## src/hw/countdown_timer_pkg.sv

```systemverilog
// Package with constants and types for the periodic countdown timer
package countdown_timer_pkg;
  // Source select encodings
  localparam logic [2:0] SRC_4096HZ = 3'h0;
  localparam logic [2:0] SRC_64HZ = 3'h1;
  localparam logic [2:0] SRC_1HZ = 3'h2;
  localparam logic [2:0] SRC_1MIN = 3'h3;
  localparam logic [2:0] SRC_1HOUR = 3'h4;
  // Clock and auto release times
  localparam int CLOCK_PERIOD_PS = 40000;
  localparam int RELEASE_FAST_PS = 122000000;
  localparam int RELEASE_SLOW_NS = 7813000;
  localparam int RELEASE_FAST_CYCLES = RELEASE_FAST_PS / CLOCK_PERIOD_PS;
  localparam int RELEASE_SLOW_CYCLES =
    RELEASE_SLOW_NS / (CLOCK_PERIOD_PS / 1000);
  // Reset values
  localparam logic [15:0] COUNT_RESET = 16'h0000;
  localparam logic [17:0] RELEASE_RESET = 18'h00000;
  // Control bits of the timer, as held in the device's registers
  typedef struct packed {
    logic timer_enable;
    logic timer_irq_enable;
    logic timer_pause;
    logic power_domain_select;
    logic power_domain_bit;
    logic clock_halt;
    logic source_sel_b2;
    logic source_sel_b1;
    logic source_sel_b0;
  } timer_ctrl_t;
  // Countdown state
  typedef enum logic [2:0] {
    ST_IDLE = 3'b001,
    ST_ARMED = 3'b010,
    ST_RUN = 3'b100
  } timer_state_t;
endpackage

```

## src/hw/fixed_cycle_countdown_timer.sv

```systemverilog
// Periodic countdown timer with event flag and open-drain interrupt
// Functional notes
// - With enable low, counter reads return the preset value.
// - Clearing enable halts counting but keeps a held-low interrupt low.
// - Enable 0-to-1 starts counting, always loading the preset first.
// - Timer event sets the event flag; it stays set until cleared.
// - Writing 0 clears the flag; held-low interrupt stays low.
// - Writing 1 to the event flag changes nothing.
// - Interrupt enable low blocks assertion and releases a held interrupt.
// - Interrupt enable high lets an event pull the interrupt low.
// - Power-domain select restricts counting to main or backup supply.
// - With halt and domain select off, pause stops and resumes counting.
// - Resume continues from the held count, not from the preset.
// - With domain select on, pause is ignored.
// - Clock halt stops counting for all sources except 4096 Hz.
// - Counting begins at the next rising SCL edge after enabling write.
// - Interval equals preset count times source period; preset 0 undefined.
// - Three-bit source select picks 4096, 64, 1 Hz, minute or hour.
// - A count step at 1 raises event and loads preset, not 0; repeats.
// - Interrupt releases itself after 122 us at 4096 Hz, else 7.813 ms.
`timescale 1ns/1ps
module fixed_cycle_countdown_timer #(
  parameter int RELEASE_SLOW = countdown_timer_pkg::RELEASE_SLOW_CYCLES
) (
  input wire logic i_clock,
  input wire logic i_rst_n,
  input wire countdown_timer_pkg::timer_ctrl_t i_ctrl,
  input wire logic [15:0] i_preset,
  input wire logic [4:0] i_src_ticks,
  input wire logic i_on_backup,
  input wire logic i_scl,
  input wire logic i_flag_write,
  input wire logic i_flag_wdata,
  output logic [15:0] o_count_read,
  output logic o_timer_event_flag,
  output logic o_irq_out,
  output logic o_irq_oe
);
  countdown_timer_pkg::timer_state_t state;
  countdown_timer_pkg::timer_state_t next_state;
  logic [1:0] scl_sync;
  logic [1:0] backup_sync;
  logic scl_prev;
  logic enable_prev;
  logic [15:0] count;
  logic [15:0] next_count;
  logic irq_low;
  logic [17:0] release_cnt;
  logic [17:0] release_load;
  logic timer_event;

  // Pin inputs pass two flops; edge finder reads only the second
  always_ff @(posedge i_clock or negedge i_rst_n) begin
    if (!i_rst_n) begin
      scl_sync <= 2'h3; // SCL idles high; no false edge after reset
      backup_sync <= 2'h0;
      scl_prev <= 1'b1;
      enable_prev <= 1'b0;
    end else begin
      scl_sync <= {scl_sync[0], i_scl};
      backup_sync <= {backup_sync[0], i_on_backup};
      scl_prev <= scl_sync[1];
      enable_prev <= i_ctrl.timer_enable;
    end
  end

  // Source selection and counting gates
  wire [2:0] src_sel = {i_ctrl.source_sel_b2, i_ctrl.source_sel_b1,
                        i_ctrl.source_sel_b0};
  wire scl_rise = scl_sync[1] && !scl_prev;
  wire enable_rise = i_ctrl.timer_enable && !enable_prev;
  wire src_is_fast = (src_sel == countdown_timer_pkg::SRC_4096HZ);
  wire src_valid = (src_sel <= countdown_timer_pkg::SRC_1HOUR);
  wire src_tick = src_valid && i_src_ticks[src_sel];
  wire domain_ok = !i_ctrl.power_domain_select ||
                   (i_ctrl.power_domain_bit == backup_sync[1]);
  wire pause_on = i_ctrl.timer_pause &&
                  !i_ctrl.power_domain_select;
  wire halt_on = i_ctrl.clock_halt && !src_is_fast;
  wire count_step = (state == countdown_timer_pkg::ST_RUN) && src_tick &&
                    domain_ok && !pause_on && !halt_on;
  assign timer_event = count_step && (count == 16'h0001);
  assign release_load = src_is_fast ?
    18'(countdown_timer_pkg::RELEASE_FAST_CYCLES) :
    18'(RELEASE_SLOW);
  // Largest reload the hold counter can ever take
  wire [17:0] release_max =
    (countdown_timer_pkg::RELEASE_FAST_CYCLES > RELEASE_SLOW) ?
    18'(countdown_timer_pkg::RELEASE_FAST_CYCLES) : 18'(RELEASE_SLOW);

  // Countdown state: idle, armed for SCL edge, running
  always_comb begin
    next_state = state;
    next_count = count;
    case (state)
      countdown_timer_pkg::ST_IDLE: begin
        if (enable_rise) begin
          next_state = countdown_timer_pkg::ST_ARMED;
        end
      end
      countdown_timer_pkg::ST_ARMED: begin
        if (!i_ctrl.timer_enable) begin
          next_state = countdown_timer_pkg::ST_IDLE;
        end else if (scl_rise) begin
          next_state = countdown_timer_pkg::ST_RUN;
          next_count = i_preset;
        end
      end
      countdown_timer_pkg::ST_RUN: begin
        if (!i_ctrl.timer_enable) begin
          next_state = countdown_timer_pkg::ST_IDLE;
        end else if (timer_event) begin
          next_count = i_preset;
        end else if (count_step && count != 16'h0000) begin
          next_count = count - 16'h0001;
        end
      end
      default: begin
        next_state = countdown_timer_pkg::ST_IDLE;
      end
    endcase
  end

  // State and count registers
  always_ff @(posedge i_clock or negedge i_rst_n) begin
    if (!i_rst_n) begin
      state <= countdown_timer_pkg::ST_IDLE;
      count <= countdown_timer_pkg::COUNT_RESET;
    end else begin
      state <= next_state;
      count <= next_count;
    end
  end

  // Event flag: event wins over a clear; writing 1 is ignored
  always_ff @(posedge i_clock or negedge i_rst_n) begin
    if (!i_rst_n) begin
      o_timer_event_flag <= 1'b0;
    end else if (timer_event) begin
      o_timer_event_flag <= 1'b1;
    end else if (i_flag_write && !i_flag_wdata) begin
      o_timer_event_flag <= 1'b0;
    end
  end

  // Interrupt hold; only auto release or interrupt enable low frees it
  always_ff @(posedge i_clock or negedge i_rst_n) begin
    if (!i_rst_n) begin
      irq_low <= 1'b0;
      release_cnt <= countdown_timer_pkg::RELEASE_RESET;
    end else if (timer_event && i_ctrl.timer_irq_enable) begin
      irq_low <= 1'b1;
      release_cnt <= release_load;
    end else if (!i_ctrl.timer_irq_enable) begin
      irq_low <= 1'b0;
      release_cnt <= countdown_timer_pkg::RELEASE_RESET;
    end else if (irq_low) begin
      if (release_cnt <= 18'h00001) begin
        irq_low <= 1'b0;
      end
      release_cnt <= release_cnt - 18'h00001;
    end
  end

  // Outputs: open-drain pin drives only low
  assign o_irq_out = 1'b0;
  assign o_irq_oe = irq_low && i_ctrl.timer_irq_enable;
  assign o_count_read = i_ctrl.timer_enable ? count : i_preset;
endmodule

```

## config.mk

```make
export PLATFORM = sky130hd
export DESIGN_NAME = fixed_cycle_countdown_timer
export DESIGN_NICKNAME = d
export VERILOG_FILES = /design/src/hw/countdown_timer_pkg.sv /design/src/hw/fixed_cycle_countdown_timer.sv
export SDC_FILE = /design/constraint.sdc
export NUM_CORES = 1
export LEC_CHECK = 0
export BUFFER_PORTS_ARGS = -buffer_cell sky130_fd_sc_hd__buf_2
export CAP_MARGIN = 10
export CELL_PAD_IN_SITES_DETAIL_PLACEMENT = 2
export CELL_PAD_IN_SITES_GLOBAL_PLACEMENT = 2
export CORE_MARGIN = 3
export CORE_UTILIZATION = 34
export DETAILED_ROUTE_END_ITERATION = 10
export GPL_TIMING_DRIVEN = 1
export PLACE_DENSITY = 0.76
export SYNTH_ARGS = -nofsm -noshare
export SYNTH_HDL_FRONTEND = slang
export SYNTH_SLANG_ARGS = --single-unit
```

## constraint.sdc

```tcl
create_clock -name i_clock -period 3 [get_ports i_clock]
set_clock_uncertainty 0.15 [all_clocks]
set_input_delay 0.15 -clock i_clock [delete_from_list [all_inputs] [get_ports i_clock]]
set_output_delay 0.15 -clock i_clock [all_outputs]
set_load 0.01 [all_outputs]
```

Word-level counts from Yosys, hierarchy flattened
Cells that the tools add are included.

Bits in registers: 45. Input bits: 36. Word-level logic and storage cells: 79.

Add/sub/neg operators: 2. Order comparisons: 3. Eq/ne operators: 13. Multiplexer cells: 24. Reductions and logical operators: 28.

Operator list (number): 2-to-1 mux 16 bit (6); 2-to-1 mux 18 bit (4); one-hot mux 16 bit (2 select lines) (1); <= comparator 18 x 1 -> 1 bit (second input constant) (1); subtractor 18 x 1 -> 18 bit (second input constant) (1); == test 16 x 1 -> 1 bit (second input constant) (1); nonzero test 16 bit (1); subtractor 16 x 1 -> 16 bit (second input constant) (1); logical AND 1 bit (14); 2-to-1 mux 3 bit (4); != test 2 bit (second input constant) (5); one-hot mux 3 bit (3 select lines) (1); zero test 1 bit (7); 2-to-1 mux 1 bit (7); AND reduction 5 bit (1); < comparator 3 x 4 -> 1 bit (second input constant) (1); nonzero test 2 bit (2); binary-select mux 1 bit (select 3 bit) (1); == test 3 x 1 -> 1 bit (second input constant) (1); == test 3 x 2 -> 1 bit (second input constant) (1); == test 3 bit (second input constant) (1); <= comparator 3 bit (second input constant) (1); zero test 3 bit (1); != test 3 x 1 -> 1 bit (second input constant) (1); 5 further kinds (5).

Depth between registers and ports, before layout
Gate-level depths: netlist (run 1).

Depth after elaboration: 12. Depth in mapped cells: 8.

Worst setup path before layout (run 1)
Ideal clock, no wire load.

Kind: reg-to-reg. Start point: reg scl_sync[1]. End point: reg count[1]. Arrival time: 2.092 ns. Required time: 2.725 ns. Setup slack: 0.633 ns. Cell stages (with the launch flop): 7. Path through: dfstp_2 > inv_1 > or4b_2 > a21oi_2 > and2_1 > buf_2 > mux2_2.

Word-level cells in the longest chain between the ends: 3.

RTL lines: start, declared (line fixed_cycle_countdown_timer.sv:41) `logic [1:0] scl_sync;`; start signal, assigned (line fixed_cycle_countdown_timer.sv:60) `scl_sync <= {scl_sync[0], i_scl};`; logical AND 1 bit (line fixed_cycle_countdown_timer.sv:70) `wire scl_rise = scl_sync[1] && !scl_prev;`; != test 2 bit (no source line); AND reduction 5 bit (no source line); end signal, assigned (line fixed_cycle_countdown_timer.sv:128) `count <= countdown_timer_pkg::COUNT_RESET;`; end signal, assigned (line fixed_cycle_countdown_timer.sv:131) `count <= next_count;`; end, declared (line fixed_cycle_countdown_timer.sv:45) `logic [15:0] count;`.

Every way passes these cells. A chain may end at the register's enable or synchronous reset.

Worst setup path after layout (run 1)
Start point: reg count[6]. End point: reg count[1].

Word-level cells in the longest chain between the ends: 5. Elaborated cells on any way between the ends: 9.

RTL lines: == test 16 x 1 -> 1 bit (line fixed_cycle_countdown_timer.sv:82) `assign timer_event = count_step && (count == 16'h0001);`; logical AND 1 bit (line fixed_cycle_countdown_timer.sv:82); 2-to-1 mux 16 bit (line fixed_cycle_countdown_timer.sv:112) `end else if (timer_event) begin`; 2-to-1 mux 16 bit (line fixed_cycle_countdown_timer.sv:110) `if (!i_ctrl.timer_enable) begin`; one-hot mux 16 bit (2 select lines) (line fixed_cycle_countdown_timer.sv:95) `case (state)`.

Several ways; a longest one is shown, not always the timed one. The select of a mux whose other input is x is not followed.

==> results of run 1 <==
tightest hold or removal path, cell delays in order:
cell and delay (ns):
buf_2 0.10, inv_1 0.04, o21ai_0 0.08, nand2_1 0.06
cell type report:
| type | instances | share of cell area |
|---|---|---|
| repair buffers | 68 | 0.115 |
| multi-input cells | 211 | 0.456 |
| inverters | 24 | 0.0265 |
| clock buffers | 6 | 0.0213 |
| well taps | 102 | 0.0375 |
| clock inverters | 2 | 0.0114 |
| flip-flops and latches | 45 | 0.332 |
power breakdown:
part,switching [W],internal (W),total [W]
Sequential,0.0000762,0.000663,0.000739
Clock,0.000224,0.000250,0.000474
Combinational,0.000145,0.000134,0.000279
Yosys cell counts, drive strengths merged (8+ instances only):
cell / instances / area (um^2)
a21oi: 17 / 88.8
xnor2: 10 / 87.6
inv: 23 / 86.3
o211ai: 15 / 113
mux2i: 17 / 170
nor4: 8 / 62.6
a22oi: 12 / 90.1
nand2: 19 / 71.3
dfrtp: 41 / 1030
mux2: 15 / 169
nor3: 9 / 45.0
buf: 8 / 46.3
nor2: 18 / 70.1
cells by family (layout without fill, tap and decap cells):
| family | count (synthesis) | in the layout | share of synthesized area |
|---|---|---|---|
| DFF | 45 | 45 | 0.399 |
| AOI/OAI and AO/OA | 66 | 66 | 0.171 |
| muxes | 32 | 32 | 0.119 |
| and+or+nand+nor | 90 | 90 | 0.177 |
| xor gates and xnor gates | 17 | 17 | 0.0525 |
| adders and majority gates | 5 | 5 | 0.0220 |
| buffers and inverters | 37 | 100 | 0.0582 |
| other | 1 | 1 | 0.00132 |
per-layer routing:
metal	up-vias	track usage
met5	-	0
met4	0	0.0309
met3	7	0.0388
met2	50	0.323
met1	1260	0.231
li1	1179	-
registers in the layout, indices dropped and copies added (netlist names):
register / count
irq_low: 1
o_timer_event_flag: 1
enable_prev: 1
release_cnt: 18
scl_prev: 1
scl_sync: 2
backup_sync: 2
state: 3
count: 16
path summary, 6_finish.rpt:
check,start,end,cells after the start
worst max-delay path,count[6]$_DFFE_PN0P_,count[1]$_DFFE_PN0P_,6
worst min-delay path,i_flag_write,o_timer_event_flag$_DFFE_PN0P_,4
worst max register to register,count[6]$_DFFE_PN0P_,count[1]$_DFFE_PN0P_,6
worst min register to register,backup_sync[0]$_DFF_PN0_,backup_sync[1]$_DFF_PN0_,0
max in group asynchronous,i_rst_n,scl_sync[0]$_DFF_PN1_,3
min in group asynchronous,i_rst_n,release_cnt[6]$_DFFE_PN0P_,2
per-stage QoR:
step,area (um^2),worst slack [ns]
floorplan,2840,0.633
global placement,3240,0.334
detailed placement,3240,0.271
CTS,3400,0.207
global route,3400,0.0291
finish,3400,0.260
what timing repair did:
action	in CTS	in global routing
hold buffers	5	0
hold endpoints to repair	37	0
buffers inserted	0	0
==> impl_metrics.yaml, run 1 <==
outcome:
  status: "complete, no violations"
synthesis:
  syn-cell-area_um2: 2840
  ys_types: 49
  avgSynthCellArea_um2: 9.69
  yosys_warnings: 0
  synth_edf_count: 0
  synthArstFlopShare: 1.00
  ys_ff_latch: 45
  syn_nets: 334
  yosysSeqAreaShare: 0.399
  synthCells: 293
  synth_ff_type: "dfrtp_1"
sta:
  setup_violations: 0
  worst_pin_slew_ns: 0.870
  rsz0062_at_grt: "no"
  min_period_over_period: 0.913
  hold_viol: 0
  holdWs_ns: 0.00828
  max_slew_margin: 0.420
  finalMaxSlewViolations: 0
  fmaxAchievable_mhz: 365
  period_needed_ns: 2.74
  finalSetupTns_ns: 0
floorplanning:
  die_h_um: 97.4
  io_pins: 55
  rows: 32
  start_util: 0.358
  core_um2: 7930
  fp.dieArea_um2: 9480
  die_x_um: 97.4
routing:
  wl_per_cell_um: 18.1
  wl_met3_um: 287
  antenna_left: 0
  wl_met2_mm: 4.26
  via_per_inst: 5.45
  route.vias.total: 2496
  m1WireLength_mm: 3.69
  drc: 0
  drt_iter0_drc: 68
  wl_mm: 8.30
  drtPass1Iterations: 4
  maxUsedRoutingLayer: "met4"
placement:
  port-buffer-count: 53
  place.detailed.hpwl_mm: 6.11
  dp_cells: 445
  routabilityCongestion: 0.763
worst_setup_path:
  critPathBufInv: 0
  endpoint_kind: "register"
  worstSetupPathType: "register to register"
  cp_max_fo: 16
  slowest_stage: "nor4_2"
  ff2ff_setup_slack_ns: 0.26
  path_cells: "nor4_2 > nand4_1 > nor3b_1 > o31ai_2 > and2_1 > mux2_2"
  arrival_ns: 2.78
  critPathTopFamily: "simple AND/OR/NAND/NOR gates"
  start_kind: "register"
  required_ns: 3.04
  slowest_delay_ns: 0.49
layout:
  syn2layout_area_growth_pct: 19.9
  fin_cells: 458
  final_cell_mix: "buf_2, dfrtp_1, inv_1, nand2_1"
  multi_input_area_um2: 1550
  mostFrequentLayoutCell: "buf_2"
  layout-drive-gt1-share: 0.284
  fillers: 901
  nets: 396
  final_util: 0.429
  regArea_um2: 1130
  num_antenna_cells: 0
pwr:
  peakVddDrop_mv: 0.208
  power_density_nw_per_um2: 439
  finalPower_w: 0.00149
  leakage_nw: 1.61
global_routing:
  grtUsageTotal: 0.182
  grt_max_degree: 37
  antenna_found_initial: 0
  grt_first_pass_wirelength_mm: 14.2
  overflow: 0
  grt_pass1_vias: 2782
clock_tree:
  clkTransAtPathRegs_ns: 0.09
  root_buffer: "clkbuf_8"
  ctsResizeCount: 0
  clkLatencyLatePin_ns: 0.31
  htree_levels: 2
  cts_tree: "done"
  cts_buffers: 5
  cts.path.max_buffers: 2
  cts.sinks: 45
job:
  maxCapViolCount: 0
worst_hold_path:
  hold_class: "input port to register"
No activity file was read; power rests on OpenSTA's default activity.
==> inputs of run 2 (changes only) <==
==> constraint.sdc (replaced) <==
create_clock -name i_clock -period 3 [get_ports i_clock]
set_clock_uncertainty 0.15 [all_clocks]
set_input_delay 0.3 -clock i_clock [delete_from_list [all_inputs] [get_ports i_clock]]
set_output_delay 0.3 -clock i_clock [all_outputs]
set_load 0.01 [all_outputs]
==> run 2 against run 1 <==
  * Sequential share of layout area grew 0.50 points
  * Core utilization shrank 0.63 points
  * Clock power shrank 15%
  * Non-clock buffer count shrank 3
  * Routed wire length shrank 0.87%
  * Fmax grew 1.8%
  * Critical path depth shrank 1
  * Worst setup slack gained 0.049 ns
  * Cell count shrank 0.66%
  * First-iteration DRC count grew 53%
  * Register-to-register slack gained 0.05 ns
  * Power shrank 5.3%
  * Critical endpoint unchanged
  * Highest routed layer unchanged
==> impl_metrics.yaml, run 2 (synthesized netlist as in run 1, its figures left out) <==
floorplanning:
  fp.dieArea_um2: 9480
  io_pins: 55
  core_um2: 7930
  start_util: 0.358
  die_x_um: 97.4
  rows: 32
  die_h_um: 97.4
global_routing:
  grt_max_degree: 44
  grt_first_pass_wirelength_mm: 14.3
  overflow: 0
  antenna_found_initial: 0
  grtUsageTotal: 0.182
  grt_pass1_vias: 2838
routing:
  route.vias.total: 2498
  wl_per_cell_um: 18.1
  via_per_inst: 5.49
  antenna_left: 0
  drc: 0
  drtPass1Iterations: 4
  wl_mm: 8.23
  drt_iter0_drc: 104
sta:
  setup_violations: 0
  rsz0062_at_grt: "no"
  finalMaxSlewViolations: 0
  hold_viol: 0
  finalSetupTns_ns: 0
  min_period_over_period: 0.897
  fmaxAchievable_mhz: 372
  max_slew_margin: 0.308
  period_needed_ns: 2.69
  worst_pin_slew_ns: 1.04
clock_tree:
  clkLatencyLatePin_ns: 0.31
  root_buffer: "clkbuf_8"
  post-cts-setup-buffers: 0
  cts_tree: "done"
  htree_levels: 2
  cts.sinks: 45
  cts.path.max_buffers: 2
  cts_buffers: 5
  clkTransAtPathRegs_ns: 0.10
  ctsResizeCount: 0
layout:
  fin_area_um2: 3350
  nets: 393
  mostFrequentLayoutCell: "buf_2"
  largest-register: "release_cnt"
  biggestRegsByFlops: "release_cnt (18), count (16), state (3)"
  syn2layout_area_growth_pct: 18.2
  fillers: 915
  layout-drive-gt1-share: 0.289
  largest_register_ff_count: 18
  fin_cells: 455
  final_cell_mix: "buf_2, dfrtp_1, inv_1, nand2_1"
  num_antenna_cells: 0
worst_setup_path:
  slowest_delay_ns: 0.64
  rr_worst_depth: 5
  cp_max_fo: 16
  required_ns: 3.05
  endpoint_kind: "register"
  reg2reg_from: "scl_sync[1]$_DFF_PN1_"
  ff2ff_setup_slack_ns: 0.31
  worstSetupPathType: "register to register"
  slowest_stage: "or4b_2"
  path_cells: "inv_1 > or4b_2 > a21oi_2 > and2_1 > mux2_2"
  arrival_ns: 2.74
  timing.rr.end: "count[1]$_DFFE_PN0P_"
  start_kind: "register"
placement:
  dp_cells: 445
  routabilityCongestion: 0.736
  port-buffer-count: 53
  placed_area_um2: 3240
  place.detailed.hpwl_mm: 6.09
pwr:
  leakage_nw: 1.59
  finalPower_w: 0.00141
  power_density_nw_per_um2: 422
  peakVddDrop_mv: 0.159
worst_hold_path:
  hold_class: "input port to async pin"
outcome:
  status: "complete, no violations"
job:
  maxCapViolCount: 0
==> run 2: routing by layer <==
layer	vias up	track usage	wire, um
li1	1171	-	-
met1	1282	0.223	3620
met2	41	0.337	4300
met3	4	0.0316	252
met4	0	0.0351	54
met5	-	0	0
==> run 2: worst max-delay path by stage <==
stage,startpoint,endpoint,slack [ns],cells after the start
after detailed placement,count[12]$_DFFE_PN0P_,count[1]$_DFFE_PN0P_,0.27,6
after global routing,count[12]$_DFFE_PN0P_,count[1]$_DFFE_PN0P_,0.002,6
after CTS,count[12]$_DFFE_PN0P_,count[1]$_DFFE_PN0P_,0.26,6
after floorplan,scl_sync[1]$_DFF_PN1_,count[1]$_DFFE_PN0P_,0.63,6
after global placement,count[12]$_DFFE_PN0P_,count[1]$_DFFE_PN0P_,0.33,6
final,scl_sync[1]$_DFF_PN1_,count[1]$_DFFE_PN0P_,0.31,5
==> run 2: power breakdown <==
group / internal (W) / switching, W
Clock: 0.000166 / 0.000236
Sequential: 0.000663 / 0.0000711
Combinational: 0.000130 / 0.000148
Total: 0.000959 / 0.000455
==> run 2: critical path, delay by kind of cell (launching register included) <==
family	cells	cell delay, ns
compound gates	1	0.20
buf+inv	1	0.05
flops	1	0.55
mux	1	0.40
simple gates	2	1.25
==> run 2: cell type report <==
class,count,area [um^2],share of cell area
clock inverter,3,22.5,0.00672
multi-input combinational,211,1550,0.463
inverter,24,90.1,0.0269
tap,102,128,0.0381
timing repair buffer,65,360,0.107
clock buffer,5,68.8,0.0205
sequential,45,1130,0.337
==> run 2: repair_timing <==
action / CTS / global route
endpoints found under the setup margin: 0 / 0
hold buffers: 2 / 0
endpoints found under the hold margin: 2 / 0
==> run 2: per-stage QoR <==
stage | hold WS (ns) | setup WS, ns | util
4_1_cts | 0.0532 | 0.258 | 0.423
3_5_place_dp | 0.188 | 0.266 | 0.409
2_1_floorplan | -0.146 | 0.633 | -
3_3_place_gp | 0.186 | 0.326 | 0.409
5_1_grt | 0.0835 | 0.00203 | 0.423
6_report | 0.0193 | 0.310 | 0.423
